<file path="src/hdl/pot_map.vh">
// constants for the wiper control block: codes, field positions, timing
`ifndef POT_MAP_VH
`define POT_MAP_VH
`define CMD_NOP 4'h0
`define CMD_RESTORE 4'h1
`define CMD_STORE_WIPER 4'h2
`define CMD_STORE_ANY 4'h3
`define CMD_HALVE_A 4'h4
`define CMD_HALVE_B 4'h5
`define CMD_DEC_A 4'h6
`define CMD_DEC_B 4'h7
`define CMD_RESET_NV 4'h8
`define CMD_READ_NV 4'h9
`define CMD_READ_WIPER 4'hA
`define CMD_WRITE_WIPER 4'hB
`define CMD_DOUBLE_A 4'hC
`define CMD_DOUBLE_B 4'hD
`define CMD_INC_A 4'hE
`define CMD_INC_B 4'hF
`define CMD_MSB 23
`define CMD_LSB 20
`define ADDR_MSB 19
`define ADDR_LSB 16
`define WIPER_ADDR 4'h0
`define WIPER_MID 10'h200
`define WIPER_FULL 10'h3FF
`define FRAME_BITS 24
`define STORE_TIME_MS 25
`define CLK_MHZ 250
`define STORE_CYCLES (`STORE_TIME_MS * 1000 * `CLK_MHZ)
`define RESTORE_CYCLES 32
`define READY_PULSE_CYCLES 8
`endif

</file>
<file path="src/hdl/nv_mem.v">
// small nonvolatile word store model with registered read data
`timescale 1ns/1ps
`include "pot_map.vh"
module nv_mem #(
	parameter AW = 4,
	parameter DW = 16
) (
	input wire clk,
	input wire rst_b,
	input wire ce,
	input wire we,
	input wire [AW-1:0] addr,
	input wire [DW-1:0] wdata,
	output reg [DW-1:0] rdata_ff
);
	reg [DW-1:0] mem [0:(1<<AW)-1];
	reg init_done_ff;
	integer i;
	// factory contents: wiper location at midscale, user words zero
	always @(posedge clk or negedge rst_b) begin
		if (!rst_b) begin
			rdata_ff <= {DW{1'b0}};
			init_done_ff <= 1'b0;
		end else if (ce) begin
			if (!init_done_ff) begin
				for (i = 0; i < (1<<AW); i = i + 1) begin
					mem[i] <= {DW{1'b0}};
				end
				mem[0] <= {{(DW-10){1'b0}}, `WIPER_MID};
				init_done_ff <= 1'b1;
			end else if (we) begin
				mem[addr] <= wdata;
			end
			rdata_ff <= mem[addr];
		end
	end
endmodule

</file>
<file path="src/hdl/pin_sync.v">
// two-flop synchronisers for asynchronous pin inputs
`timescale 1ns/1ps
module pin_sync #(
	parameter N = 5,
	parameter [N-1:0] INIT = {N{1'b1}}
) (
	input wire clk,
	input wire rst_b,
	input wire ce,
	input wire [N-1:0] d,
	output reg [N-1:0] q_ff
);
	reg [N-1:0] meta_ff;
	always @(posedge clk or negedge rst_b) begin
		if (!rst_b) begin
			meta_ff <= INIT;
			q_ff <= INIT;
		end else if (ce) begin
			meta_ff <= d;
			q_ff <= meta_ff;
		end
	end
endmodule

</file>
<file path="src/hdl/wiper_ctrl.v">
// wiper command interpreter: serial port, wiper register, nv store control
// Behaviour
// - wiper output follows wiper register while preset is high
// - store lasts 25 ms, shifter locked
// - ready pulses low when store ends
// - command 0xB address 0 loads wiper
// - command 0x2 stores wiper to nv
// - command 3 stores wiper or data
// - commands 1 and 8 restore wiper
// - commands 9, 10 read back on output
// - commands 4,5 halve; 12,13 double
// - commands 6,7 decrement; 14,15 increment
// - power-on loads wiper from nv
// - nv wiper defaults to midscale
// - preset low forces midscale, rise restores
// - bare chip-select strobe repeats adjustment
// - write protect blocks all but restores and reads
// - serial output released while select high
// - other commands echo previous word
// - 24-bit msb first, decode on select rise
// - bit count not multiple four discards
// - command, address, then data fields
// - ready marks end of 1,2,3,8,9,10,preset
`timescale 1ns/1ps
`include "pot_map.vh"
module wiper_ctrl #(
	parameter STORE_CYCLES = `STORE_CYCLES
) (
	input wire clk,
	input wire rst_b,
	input wire ce,
	input wire sclk,
	input wire sdi,
	input wire cs_n,
	input wire wp_n,
	input wire preset_strobe_n,
	output reg sdo_o_ff,
	output wire sdo_oe_n,
	output reg rdy_o_ff,
	output wire rdy_oe_n,
	output wire [9:0] wiper_pos,
	output reg busy_ff
);
	localparam ST_POR = 3'd0;
	localparam ST_POR_RD = 3'd1;
	localparam ST_IDLE = 3'd2;
	localparam ST_STORE = 3'd3;
	localparam ST_RD_WAIT = 3'd4;
	localparam ST_RD_DONE = 3'd5;
	localparam ST_READY = 3'd6;

	wire sclk_s;
	wire sdi_s;
	wire cs_s;
	wire wp_s;
	wire pr_s;
	wire [4:0] pin_s;
	// reset values match the idle pin levels so no false edge follows reset
	pin_sync #(.N(5), .INIT(5'h0F)) u_sync (
		.clk(clk),
		.rst_b(rst_b),
		.ce(ce),
		.d({sclk, sdi, cs_n, wp_n, preset_strobe_n}),
		.q_ff(pin_s)
	);
	assign sclk_s = pin_s[4];
	assign sdi_s = pin_s[3];
	assign cs_s = pin_s[2];
	assign wp_s = pin_s[1];
	assign pr_s = pin_s[0];

	reg sclk_d_ff;
	reg cs_d_ff;
	reg pr_d_ff;
	wire sclk_rise = sclk_s & ~sclk_d_ff;
	wire sclk_fall = ~sclk_s & sclk_d_ff;
	wire cs_rise = cs_s & ~cs_d_ff;
	wire pr_rise = pr_s & ~pr_d_ff;

	// edge finders sit behind the synchronisers
	always @(posedge clk or negedge rst_b) begin
		if (!rst_b) begin
			sclk_d_ff <= 1'b0;
			cs_d_ff <= 1'b1;
			pr_d_ff <= 1'b1;
		end else if (ce) begin
			sclk_d_ff <= sclk_s;
			cs_d_ff <= cs_s;
			pr_d_ff <= pr_s;
		end
	end

	reg [23:0] shift_ff;
	reg [23:0] out_ff;
	reg [5:0] bit_cnt_ff;
	reg [23:0] last_word_ff;
	reg [3:0] rpt_cmd_ff;
	reg rpt_ok_ff;
	reg [9:0] wiper_ff;
	reg [2:0] state_ff;
	reg [31:0] timer_ff;
	reg [3:0] nv_addr_ff;
	reg [15:0] nv_wdata_ff;
	reg nv_we_ff;
	reg nv_rd_is_read_ff;
	// a preset rise seen while busy is kept until the block is idle again
	reg pr_pend_ff;
	wire [15:0] nv_rdata;

	nv_mem #(.AW(4), .DW(16)) u_nv (
		.clk(clk),
		.rst_b(rst_b),
		.ce(ce),
		.we(nv_we_ff),
		.addr(nv_addr_ff),
		.wdata(nv_wdata_ff),
		.rdata_ff(nv_rdata)
	);

	// while preset is low the wiper shows midscale without touching the reg
	assign wiper_pos = pr_s ? wiper_ff : `WIPER_MID;
	assign sdo_oe_n = cs_s | sdo_o_ff;
	assign rdy_oe_n = rdy_o_ff;

	wire [3:0] f_cmd = shift_ff[`CMD_MSB:`CMD_LSB];
	wire [3:0] f_addr = shift_ff[`ADDR_MSB:`ADDR_LSB];
	wire bare_strobe = (bit_cnt_ff == 6'd0);
	wire good_count = (bit_cnt_ff[1:0] == 2'b00) && !bare_strobe;
	wire [3:0] exec_cmd = bare_strobe ? rpt_cmd_ff : f_cmd;
	wire exec_ok = bare_strobe ? rpt_ok_ff : good_count;
	wire frame_go = cs_rise && exec_ok && (state_ff == ST_IDLE);
	wire shift_en = !cs_s && sclk_rise && (state_ff != ST_STORE);
	wire dec_halve = (exec_cmd == `CMD_HALVE_A) ||
		(exec_cmd == `CMD_HALVE_B);
	wire dec_double = (exec_cmd == `CMD_DOUBLE_A) ||
		(exec_cmd == `CMD_DOUBLE_B);
	wire dec_down = (exec_cmd == `CMD_DEC_A) ||
		(exec_cmd == `CMD_DEC_B);
	wire dec_up = (exec_cmd == `CMD_INC_A) ||
		(exec_cmd == `CMD_INC_B);
	wire is_adjust = dec_halve | dec_double | dec_down | dec_up;

	// serial shifter, frozen while a store runs
	always @(posedge clk or negedge rst_b) begin
		if (!rst_b) begin
			shift_ff <= 24'h000000;
			bit_cnt_ff <= 6'd0;
			last_word_ff <= 24'h000000;
		end else if (ce) begin
			if (shift_en) begin
				shift_ff <= {shift_ff[22:0], sdi_s};
				bit_cnt_ff <= (bit_cnt_ff == 6'd63) ? bit_cnt_ff :
					bit_cnt_ff + 6'd1;
			end
			// cs rise wins so the count always clears at frame end
			if (cs_rise) begin
				bit_cnt_ff <= 6'd0;
				if (good_count && state_ff != ST_STORE) begin
					last_word_ff <= shift_ff;
				end
			end
		end
	end

	// first echo bit leaves on the first rising edge, the rest on falling
	always @(posedge clk or negedge rst_b) begin
		if (!rst_b) begin
			sdo_o_ff <= 1'b1;
		end else if (ce) begin
			if (cs_s) begin
				sdo_o_ff <= 1'b1;
			end else if (sclk_fall) begin
				sdo_o_ff <= out_ff[23];
			end else if (shift_en && bit_cnt_ff == 6'd0) begin
				sdo_o_ff <= out_ff[23];
			end
		end
	end

	// saturating adjustment result
	reg [9:0] nxt_adj;
	always @* begin
		nxt_adj = wiper_ff;
		case (exec_cmd)
		`CMD_HALVE_A, `CMD_HALVE_B: nxt_adj = {1'b0, wiper_ff[9:1]};
		`CMD_DOUBLE_A, `CMD_DOUBLE_B: begin
			nxt_adj = wiper_ff[9] ? `WIPER_FULL : {wiper_ff[8:0], 1'b0};
		end
		`CMD_DEC_A, `CMD_DEC_B: begin
			nxt_adj = (wiper_ff == 10'h000) ? 10'h000 : wiper_ff - 10'h001;
		end
		`CMD_INC_A, `CMD_INC_B: begin
			nxt_adj = (wiper_ff == `WIPER_FULL) ? `WIPER_FULL :
				wiper_ff + 10'h001;
		end
		default: nxt_adj = wiper_ff;
		endcase
	end

	always @(posedge clk or negedge rst_b) begin
		if (!rst_b) begin
			out_ff <= 24'h000000;
			pr_pend_ff <= 1'b0;
			rpt_cmd_ff <= `CMD_NOP;
			rpt_ok_ff <= 1'b0;
			wiper_ff <= `WIPER_MID;
			state_ff <= ST_POR;
			timer_ff <= 32'h00000000;
			nv_addr_ff <= `WIPER_ADDR;
			nv_wdata_ff <= 16'h0000;
			nv_we_ff <= 1'b0;
			nv_rd_is_read_ff <= 1'b0;
			rdy_o_ff <= 1'b1;
			busy_ff <= 1'b1;
		end else if (ce) begin
			nv_we_ff <= 1'b0;
			if (shift_en) begin
				out_ff <= {out_ff[22:0], 1'b0};
			end
			if (cs_rise && good_count && state_ff != ST_STORE) begin
				out_ff <= shift_ff;
			end
			if (pr_rise && state_ff != ST_IDLE) begin
				pr_pend_ff <= 1'b1;
			end
			case (state_ff)
			ST_POR: begin
				nv_addr_ff <= `WIPER_ADDR;
				timer_ff <= 32'd`RESTORE_CYCLES;
				state_ff <= ST_POR_RD;
			end
			ST_POR_RD: begin
				if (timer_ff != 32'h0) begin
					timer_ff <= timer_ff - 32'h1;
				end else begin
					wiper_ff <= nv_rdata[9:0];
					busy_ff <= 1'b0;
					state_ff <= ST_IDLE;
				end
			end
			ST_IDLE: begin
				if (pr_rise || pr_pend_ff) begin
					pr_pend_ff <= 1'b0;
					nv_addr_ff <= `WIPER_ADDR;
					nv_rd_is_read_ff <= 1'b0;
					timer_ff <= 32'd`RESTORE_CYCLES;
					busy_ff <= 1'b1;
					state_ff <= ST_RD_WAIT;
				end else if (frame_go) begin
					if (!bare_strobe) begin
						rpt_cmd_ff <= f_cmd;
						rpt_ok_ff <= is_adjust;
					end
					case (exec_cmd)
					`CMD_WRITE_WIPER: begin
						if (wp_s && f_addr == `WIPER_ADDR) begin
							wiper_ff <= shift_ff[9:0];
						end
					end
					`CMD_STORE_WIPER, `CMD_STORE_ANY: begin
						nv_addr_ff <= (exec_cmd == `CMD_STORE_WIPER) ?
							`WIPER_ADDR : f_addr;
						// store to wiper address saves the wiper itself
						nv_wdata_ff <= (exec_cmd == `CMD_STORE_WIPER ||
							f_addr == `WIPER_ADDR) ?
							{6'h00, wiper_ff} : shift_ff[15:0];
						nv_we_ff <= wp_s;
						timer_ff <= STORE_CYCLES;
						busy_ff <= 1'b1;
						state_ff <= ST_STORE;
					end
					`CMD_RESTORE, `CMD_RESET_NV: begin
						nv_addr_ff <= `WIPER_ADDR;
						nv_rd_is_read_ff <= 1'b0;
						timer_ff <= 32'd`RESTORE_CYCLES;
						busy_ff <= 1'b1;
						state_ff <= ST_RD_WAIT;
					end
					`CMD_READ_NV: begin
						nv_addr_ff <= f_addr;
						nv_rd_is_read_ff <= 1'b1;
						timer_ff <= 32'd`RESTORE_CYCLES;
						busy_ff <= 1'b1;
						state_ff <= ST_RD_WAIT;
					end
					`CMD_READ_WIPER: begin
						out_ff <= {shift_ff[23:10], wiper_ff};
						timer_ff <= 32'd`READY_PULSE_CYCLES;
						rdy_o_ff <= 1'b0;
						// busy covers the ready pulse of a wiper readback too
						busy_ff <= 1'b1;
						state_ff <= ST_READY;
					end
					default: begin
						if (wp_s && is_adjust) begin
							wiper_ff <= nxt_adj;
						end
					end
					endcase
				end
			end
			ST_STORE: begin
				if (timer_ff != 32'h0) begin
					timer_ff <= timer_ff - 32'h1;
				end else begin
					timer_ff <= 32'd`READY_PULSE_CYCLES;
					rdy_o_ff <= 1'b0;
					state_ff <= ST_READY;
				end
			end
			ST_RD_WAIT: begin
				if (timer_ff != 32'h0) begin
					timer_ff <= timer_ff - 32'h1;
				end else begin
					state_ff <= ST_RD_DONE;
				end
			end
			ST_RD_DONE: begin
				// restores bypass write protect
				if (nv_rd_is_read_ff) begin
					out_ff <= {last_word_ff[23:16], nv_rdata};
				end else begin
					wiper_ff <= nv_rdata[9:0];
				end
				timer_ff <= 32'd`READY_PULSE_CYCLES;
				rdy_o_ff <= 1'b0;
				state_ff <= ST_READY;
			end
			ST_READY: begin
				if (timer_ff != 32'h0) begin
					timer_ff <= timer_ff - 32'h1;
				end else begin
					rdy_o_ff <= 1'b1;
					busy_ff <= 1'b0;
					state_ff <= ST_IDLE;
				end
			end
			default: state_ff <= ST_IDLE;
			endcase
		end
	end
endmodule

</file>
<file path="config.mk">
export PLATFORM = sky130hd
export DESIGN_NAME = wiper_ctrl
export DESIGN_NICKNAME = d
export VERILOG_FILES = /design/src/hdl/nv_mem.v /design/src/hdl/pin_sync.v /design/src/hdl/wiper_ctrl.v
export VERILOG_INCLUDE_DIRS = /design/src /design/src/hdl
export SDC_FILE = /design/constraint.sdc
export NUM_CORES = 1
export LEC_CHECK = 0
export CORE_MARGIN = 1
export CORE_UTILIZATION = 34
export CTS_CLUSTER_SIZE = 14
export DETAILED_ROUTE_END_ITERATION = 12
export DONT_BUFFER_PORTS = 1
export HOLD_SLACK_MARGIN = 0.15
export PLACE_DENSITY = 0.47
export SLEW_MARGIN = 20
export SYNTH_ARGS = -nofsm -noshare
export SYNTH_HDL_FRONTEND = slang
export SYNTH_SLANG_ARGS = --single-unit
</file>
<file path="constraint.sdc">
create_clock -name clk -period 5.2 [get_ports clk]
set_clock_uncertainty 0.2 [all_clocks]
set_input_delay 1.04 -clock clk [delete_from_list [all_inputs] [get_ports clk]]
set_output_delay 1.04 -clock clk [all_outputs]
set_load 0.03 [all_outputs]
</file>
* After elaboration in Yosys (flattened, before gate mapping) *
Memory sizes are Yosys's and may differ from the RTL's. A register that Yosys moved wholly into a read port is not among the register bits.
Index checks and enable logic that the tools add are counted.

word-level totals
  bits in writable memories = 256
  latch bits = 0
  flip-flop bits (word level) = 168
  word-level logic and storage cells = 228
  memories = 1
  output and inout port bits = 15
  bits in read-only memories = 0
  bits of input ports = 8

operators by class
  reduce and logical (&&, ||, !) cells = 63
  bitwise operators = 15
  order comparisons = 0
  mux-type cells = 78
  div/mod/pow operators = 0
  shift operators = 0
  $mul = 0
  add/sub/neg operators = 4
  equality and inequality tests = 44

memories
  memory    words  width  rd ports  clocked after memory_dff  wr ports  RTL line     RTL
  u_nv.mem  16     16     1         1                         16        nv_mem.v:16  reg [DW-1:0] mem [0:(1<<AW)-1];

operators by type and width
  kind                                                                  number
  32-bit one-hot mux with 5 select lines                                1
  24-bit 2-to-1 mux                                                     6
  32-bit 2-to-1 mux                                                     4
  10-bit 2-to-1 mux                                                     10
  32-bit one-hot mux with 3 select lines                                1
  16-bit 2-to-1 mux                                                     3
  24-bit one-hot mux with 2 select lines                                1
  10-bit one-hot mux with 4 select lines                                1
  4-bit == test, second input constant                                  8
  32-bit nonzero test                                                   1
  32-bit by 1-bit subtractor with 32-bit output, second input constant  1
  10-bit one-hot mux with 3 select lines                                1
  1-bit 2-to-1 mux                                                      29
  4-bit 2-to-1 mux                                                      5
  2-bit != test, second input constant                                  10
  10-bit one-hot mux with 2 select lines                                1
  5-bit AND reduction                                                   4
  6-bit 2-to-1 mux                                                      3
  3-bit one-hot mux with 6 select lines                                 1
  4-bit by 3-bit == test with 1-bit output, second input constant       4
  16-bit OR reduction                                                   1
  3-bit 2-to-1 mux                                                      5
  1-bit logical AND                                                     14
  2-bit OR reduction                                                    7
  44 further kinds                                                      82

* Logic depth before layout (Yosys ltp) *
  depth in word-level cells = 13
  depth in mapped cells = 12
  gate-level depth less buffers = 9

* Hierarchy *
A second synthesis with hierarchy kept.

unflattened totals
  cell total of the unflattened synthesis = 1755
  area total of the unflattened synthesis = 21265.4 um^2

by module, submodules not included
  module      instances  area an instance (um^2)  cells each  sequential area each (um^2)
  nv_mem      1          12490.7                  802         8112.8
  wiper_ctrl  1          8353.0                   932         3535.9
  pin_sync    1          421.7                    21          260.2

* Worst setup path before layout *
Ideal clock, no wire load.

  path kind = input-to-reg
  start = input port ce
  end = memory u_nv.mem[8][0], enable pin
  buffers on the path = 2
  setup time = 0.411 ns
  data required time = 4.589 ns
  data arrival time = 3.064 ns
  path slack = 1.524 ns
  cell stages on the path = 5
  cell sequence = clkbuf_1 -> nand4_1 -> or3_1 -> clkbuf_1 -> o21ai_0

RTL lines
  element          RTL line         RTL
  start, declared  wiper_ctrl.v:31  input wire ce,
  end, declared    nv_mem.v:16

* Worst setup path in the final report *
  start = register bit_cnt_ff[1]
  end = register out_ff[23]

on the way
  word-level cells in the longest chain between the ends = 10
  elaborated cells on any way between the ends = 17
  classes of those cells = eq/ne (1); mux (8); reduce/logical (8)

RTL lines
  element                                   RTL line          RTL
  start, declared                           wiper_ctrl.v:95   reg [5:0] bit_cnt_ff;
  start signal, assigned                    wiper_ctrl.v:152  bit_cnt_ff <= (bit_cnt_ff == 6'd63) ? bit_cnt_ff :
  6-bit zero test                           wiper_ctrl.v:127  wire bare_strobe = (bit_cnt_ff == 6'd0);
  1-bit zero test                           -
  1-bit logical AND                         wiper_ctrl.v:128  wire good_count = (bit_cnt_ff[1:0] == 2'b00) && !bare_strobe;
  1-bit logical AND (2 in series)           wiper_ctrl.v:220  if (cs_rise && good_count && state_ff != ST_STORE) begin
  24-bit 2-to-1 mux                         wiper_ctrl.v:220
  24-bit 2-to-1 mux                         wiper_ctrl.v:254  case (exec_cmd)
  24-bit 2-to-1 mux                         wiper_ctrl.v:249  end else if (frame_go) begin
  24-bit 2-to-1 mux                         wiper_ctrl.v:242  if (pr_rise || pr_pend_ff) begin
  24-bit one-hot mux with 2 select lines *  wiper_ctrl.v:226  case (state_ff)
  end signal, assigned                      wiper_ctrl.v:218  out_ff <= {out_ff[22:0], 1'b0};
  end signal, assigned                      wiper_ctrl.v:221  out_ff <= shift_ff;
  end signal, assigned                      wiper_ctrl.v:287  out_ff <= {shift_ff[23:10], wiper_ff};
  end, declared                             wiper_ctrl.v:94   reg [23:0] out_ff;

Every way passes the cells marked *; elsewhere a longest branch is shown, timed or not.
A chain may end at the register's enable or synchronous reset.

==> out/metrics.cfg <==
[run_status]
outcome = finished clean

[floorplan]
fp.coreArea_um2 = 60810
start_util_pct = 34.67
die_area_um2 = 63000
rows = 90
die_h_um = 251
die_x_um = 251
pin_count = 23

[clock_tree]
clkTransAtPathRegs_ns = 0.06
cts-buffers-inserted = 51
clock_sinks = 424
cts_tree = done
clock_latency_ns = 0.60
clockBufferDepth = 3
cts-root-buf = clkbuf_16
cts-htree-levels = 2

[yosys]
ys_warn_count = 0
synth_edf_count = 256
synth_top_area_share_pct = 36.47
synthFlopType = edfxtp_1
yosysUniqueCellTypes = 83
ys_ff_latch = 424
async_flop_share_pct = 39.62
avgSynthCellArea_um2 = 12.39
synth_area_leader_cell = edfxtp_1
seq_area_frac_synth_pct = 56.49
syn_inst = 1701
synth_nets = 1716
synth_area_um2 = 21080
yosys-top-cells-area = edfxtp_1 (36%), dfrtp_1 (18%), mux4_2 (8.5%)

[pwr]
pwr-share-seq_pct = 41.8
switchingPower_uw = 3491
powerDensity_nw_per_um2 = 449.5
swShare_pct = 32.87
combPwrFrac_pct = 22.9
clockPowerShare_pct = 35.3
p_leak_uw = 0.008909
intPower_uw = 7131
vdd.ir_drop.worst_mv = 0.2460

[route]
drtIter0Drc = 1093
wl_per_cell_um = 21.88
dr.pass1.iters = 4
ant_nets = 0
drc = 0
wl_mm = 54.41
avgViaCountPerCell = 5.461
vias = 13582

[global_route]
grt_pass1_vias = 13484
grt_overflow = 0
grt_start_max_net_pins = 169
grt_pass1_wl_mm = 84.82
gr-usage-all-layers_pct = 17.47
antenna_found_initial = 0

[critical_path]
reg2reg_from = bit_cnt_ff[1]
startpoint_type = register
worstPathMaxFanout = 14
r2r_end = out_ff[23]
r2r_cells = 9
cp-endpoint = out_ff[23]
critical_path_arrival_ns = 4.23
critPathLaunch = bit_cnt_ff[1]
r2r_setup_slack_ns = 1.27
required_ns = 5.50
critPathKind = reg -> reg
crit_path_end_kind = register

[placement]
routabilityCongestion = 0.8390
io_buffers = 0
post-dp-hpwl_mm = 35.03
dpl.cell_count = 2393

[cells_and_area]
instances_no_fill = 2487
fin_nets = 1680
layout_commonest_cell = and2_1
syn_to_final_growth_pct = 12.10
diodes = 0
mostFrequentLayoutCells = and2_1 (268), edfxtp_1 (256), dfrtp_1 (152), nor2_1 (100), nand2_1 (81)
drive_gt1_share_pct = 17.77
fillers = 5796

[timing]
setup_tns_ns = 0
post-route-period-util_pct = 75.53
slew_violations = 0
rsz0062_at_grt = no
hold_viol_final = 0
finalCriticalPeriod_ns = 3.928
setup_violations = 0
maxSlewHeadroom_pct = 28.38
max_freq_mhz = 254.6
timing_worst_slew_pin_value_ns = 1.070

[hold_path]
hold_class = in -> async

[flow_run]
drv_cap = 0

-- power groups by stage --
| stage | registers [µW] | logic (µW) | clock network, µW |
|---|---|---|---|
| 3_3_place_gp | 4500 | 2380 | 0 |
| 4_1_cts | 4430 | 2430 | 3850 |
| 5_1_grt | 4510 | 2690 | 3980 |
| 3_5_place_dp | 4500 | 2390 | 0 |
| 2_1_floorplan | 4180 | 2080 | 0 |
| 6_report | 4440 | 2430 | 3750 |
-- cell families after synthesis --
family / Yosys count / synth area share [%]
mux: 163 / 12.83
flops: 424 / 56.49
simple gates: 597 / 15.69
xor+xnor: 16 / 0.6648
fa+ha+maj: 8 / 0.4689
compound gates: 340 / 10.97
buf+inv: 153 / 2.879
-- metal layers --
metal  GRT usage (%)  vias up  share of wire (%)
met2           27.91      254                 47
met4           4.599        0                1.9
met3           2.485       79                3.7
met5               0        -                  0
li1                -     6317                  -
met1           24.87     6932                 48
-- worst min-delay path by stage --
stage	from	to	slack (ns)	cells after the start
4_1_cts	u_sync.meta_ff[1]	u_sync.q_ff[1]	0.30	2
3_3_place_gp	timer_ff[27]	timer_ff[27]	0.28	1
5_1_grt	rst_b	timer_ff[14]	0.32	1
2_1_floorplan	timer_ff[27]	timer_ff[27]	0.26	1
3_5_place_dp	timer_ff[27]	timer_ff[27]	0.29	1
6_report	rst_b	timer_ff[12]	0.23	1
-- cell type report --
cell class              count  area [µm²]  share of cell area [%]
inverters                  26       97.59                  0.4130
clock buffers              66        1363                   5.766
repair buffers             38       305.3                   1.292
clock inverters            27       389.1                   1.647
well taps                 782       978.4                   4.140
multi-input cells        1124        8584                   36.33
flip-flops and latches    424       11910                   50.42
-- registers in the layout (all words and copies together), names as in the netlist, 3 cells and up --
| signal | count |
|---|---|
| u_nv.mem | 256 |
| timer_ff | 32 |
| out_ff | 24 |
| shift_ff | 24 |
| nv_wdata_ff | 16 |
| u_nv.rdata_ff | 16 |
| wiper_ff | 10 |
| last_word_ff | 8 |
| bit_cnt_ff | 6 |
| u_sync.meta_ff | 5 |
| u_sync.q_ff | 5 |
| nv_addr_ff | 4 |
| rpt_cmd_ff | 4 |
| state_ff | 3 |
-- synth_stat cells, types with 11 or more instances --
| library cell | number |
|---|---|
| and2_1 | 268 |
| edfxtp_1 | 256 |
| dfrtp_1 | 154 |
| nor2_1 | 108 |
| clkbuf_1 | 103 |
| nand2_1 | 81 |
| mux4_2 | 80 |
| o21ai_0 | 76 |
| mux2_2 | 58 |
| a21oi_1 | 51 |
| nor3_1 | 33 |
| a31oi_1 | 30 |
| a22o_1 | 26 |
| inv_1 | 25 |
| mux2i_1 | 25 |
| nand3_1 | 20 |
| a221oi_1 | 17 |
| o211ai_1 | 17 |
| o21ai_1 | 17 |
| dfstp_2 | 14 |
| o21a_1 | 14 |
| o31ai_1 | 14 |
| nand2b_1 | 11 |
| nor4_1 | 11 |
-- through the flow --
stage                     hold WS (ns)  area, µm²  setup WS (ns)  util, %  total power [µW]
after floorplan                 0.2582      21080          1.524        -              6259
after global placement          0.2819      21830          1.402    35.90              6877
after detailed placement        0.2853      21850          1.312    35.93              6885
after CTS                       0.2964      23630          1.305    38.85             10720
after global routing            0.3195      23630         0.9862    38.86             11180
final                           0.2325      23630          1.272    38.86             10620
-- critical path, cell delays in order (launching register included) --
cell,delay [ns]
dfrtp_1,0.39
inv_1,0.08
ha_1,0.18
nor4b_2,0.69
nand2_1,0.41
o21ai_2,0.43
o31a_1,0.51
nand2_1,0.49
o21a_1,0.32
a31oi_1,0.15
-- timing repair --
item,4_1_cts,5_1_grt
buffers inserted,0,0
gates resized for setup,0,0
hold buffers,1,0
endpoints found under the hold margin,168,0
No activity file was read; power rests on OpenSTA's default activity.
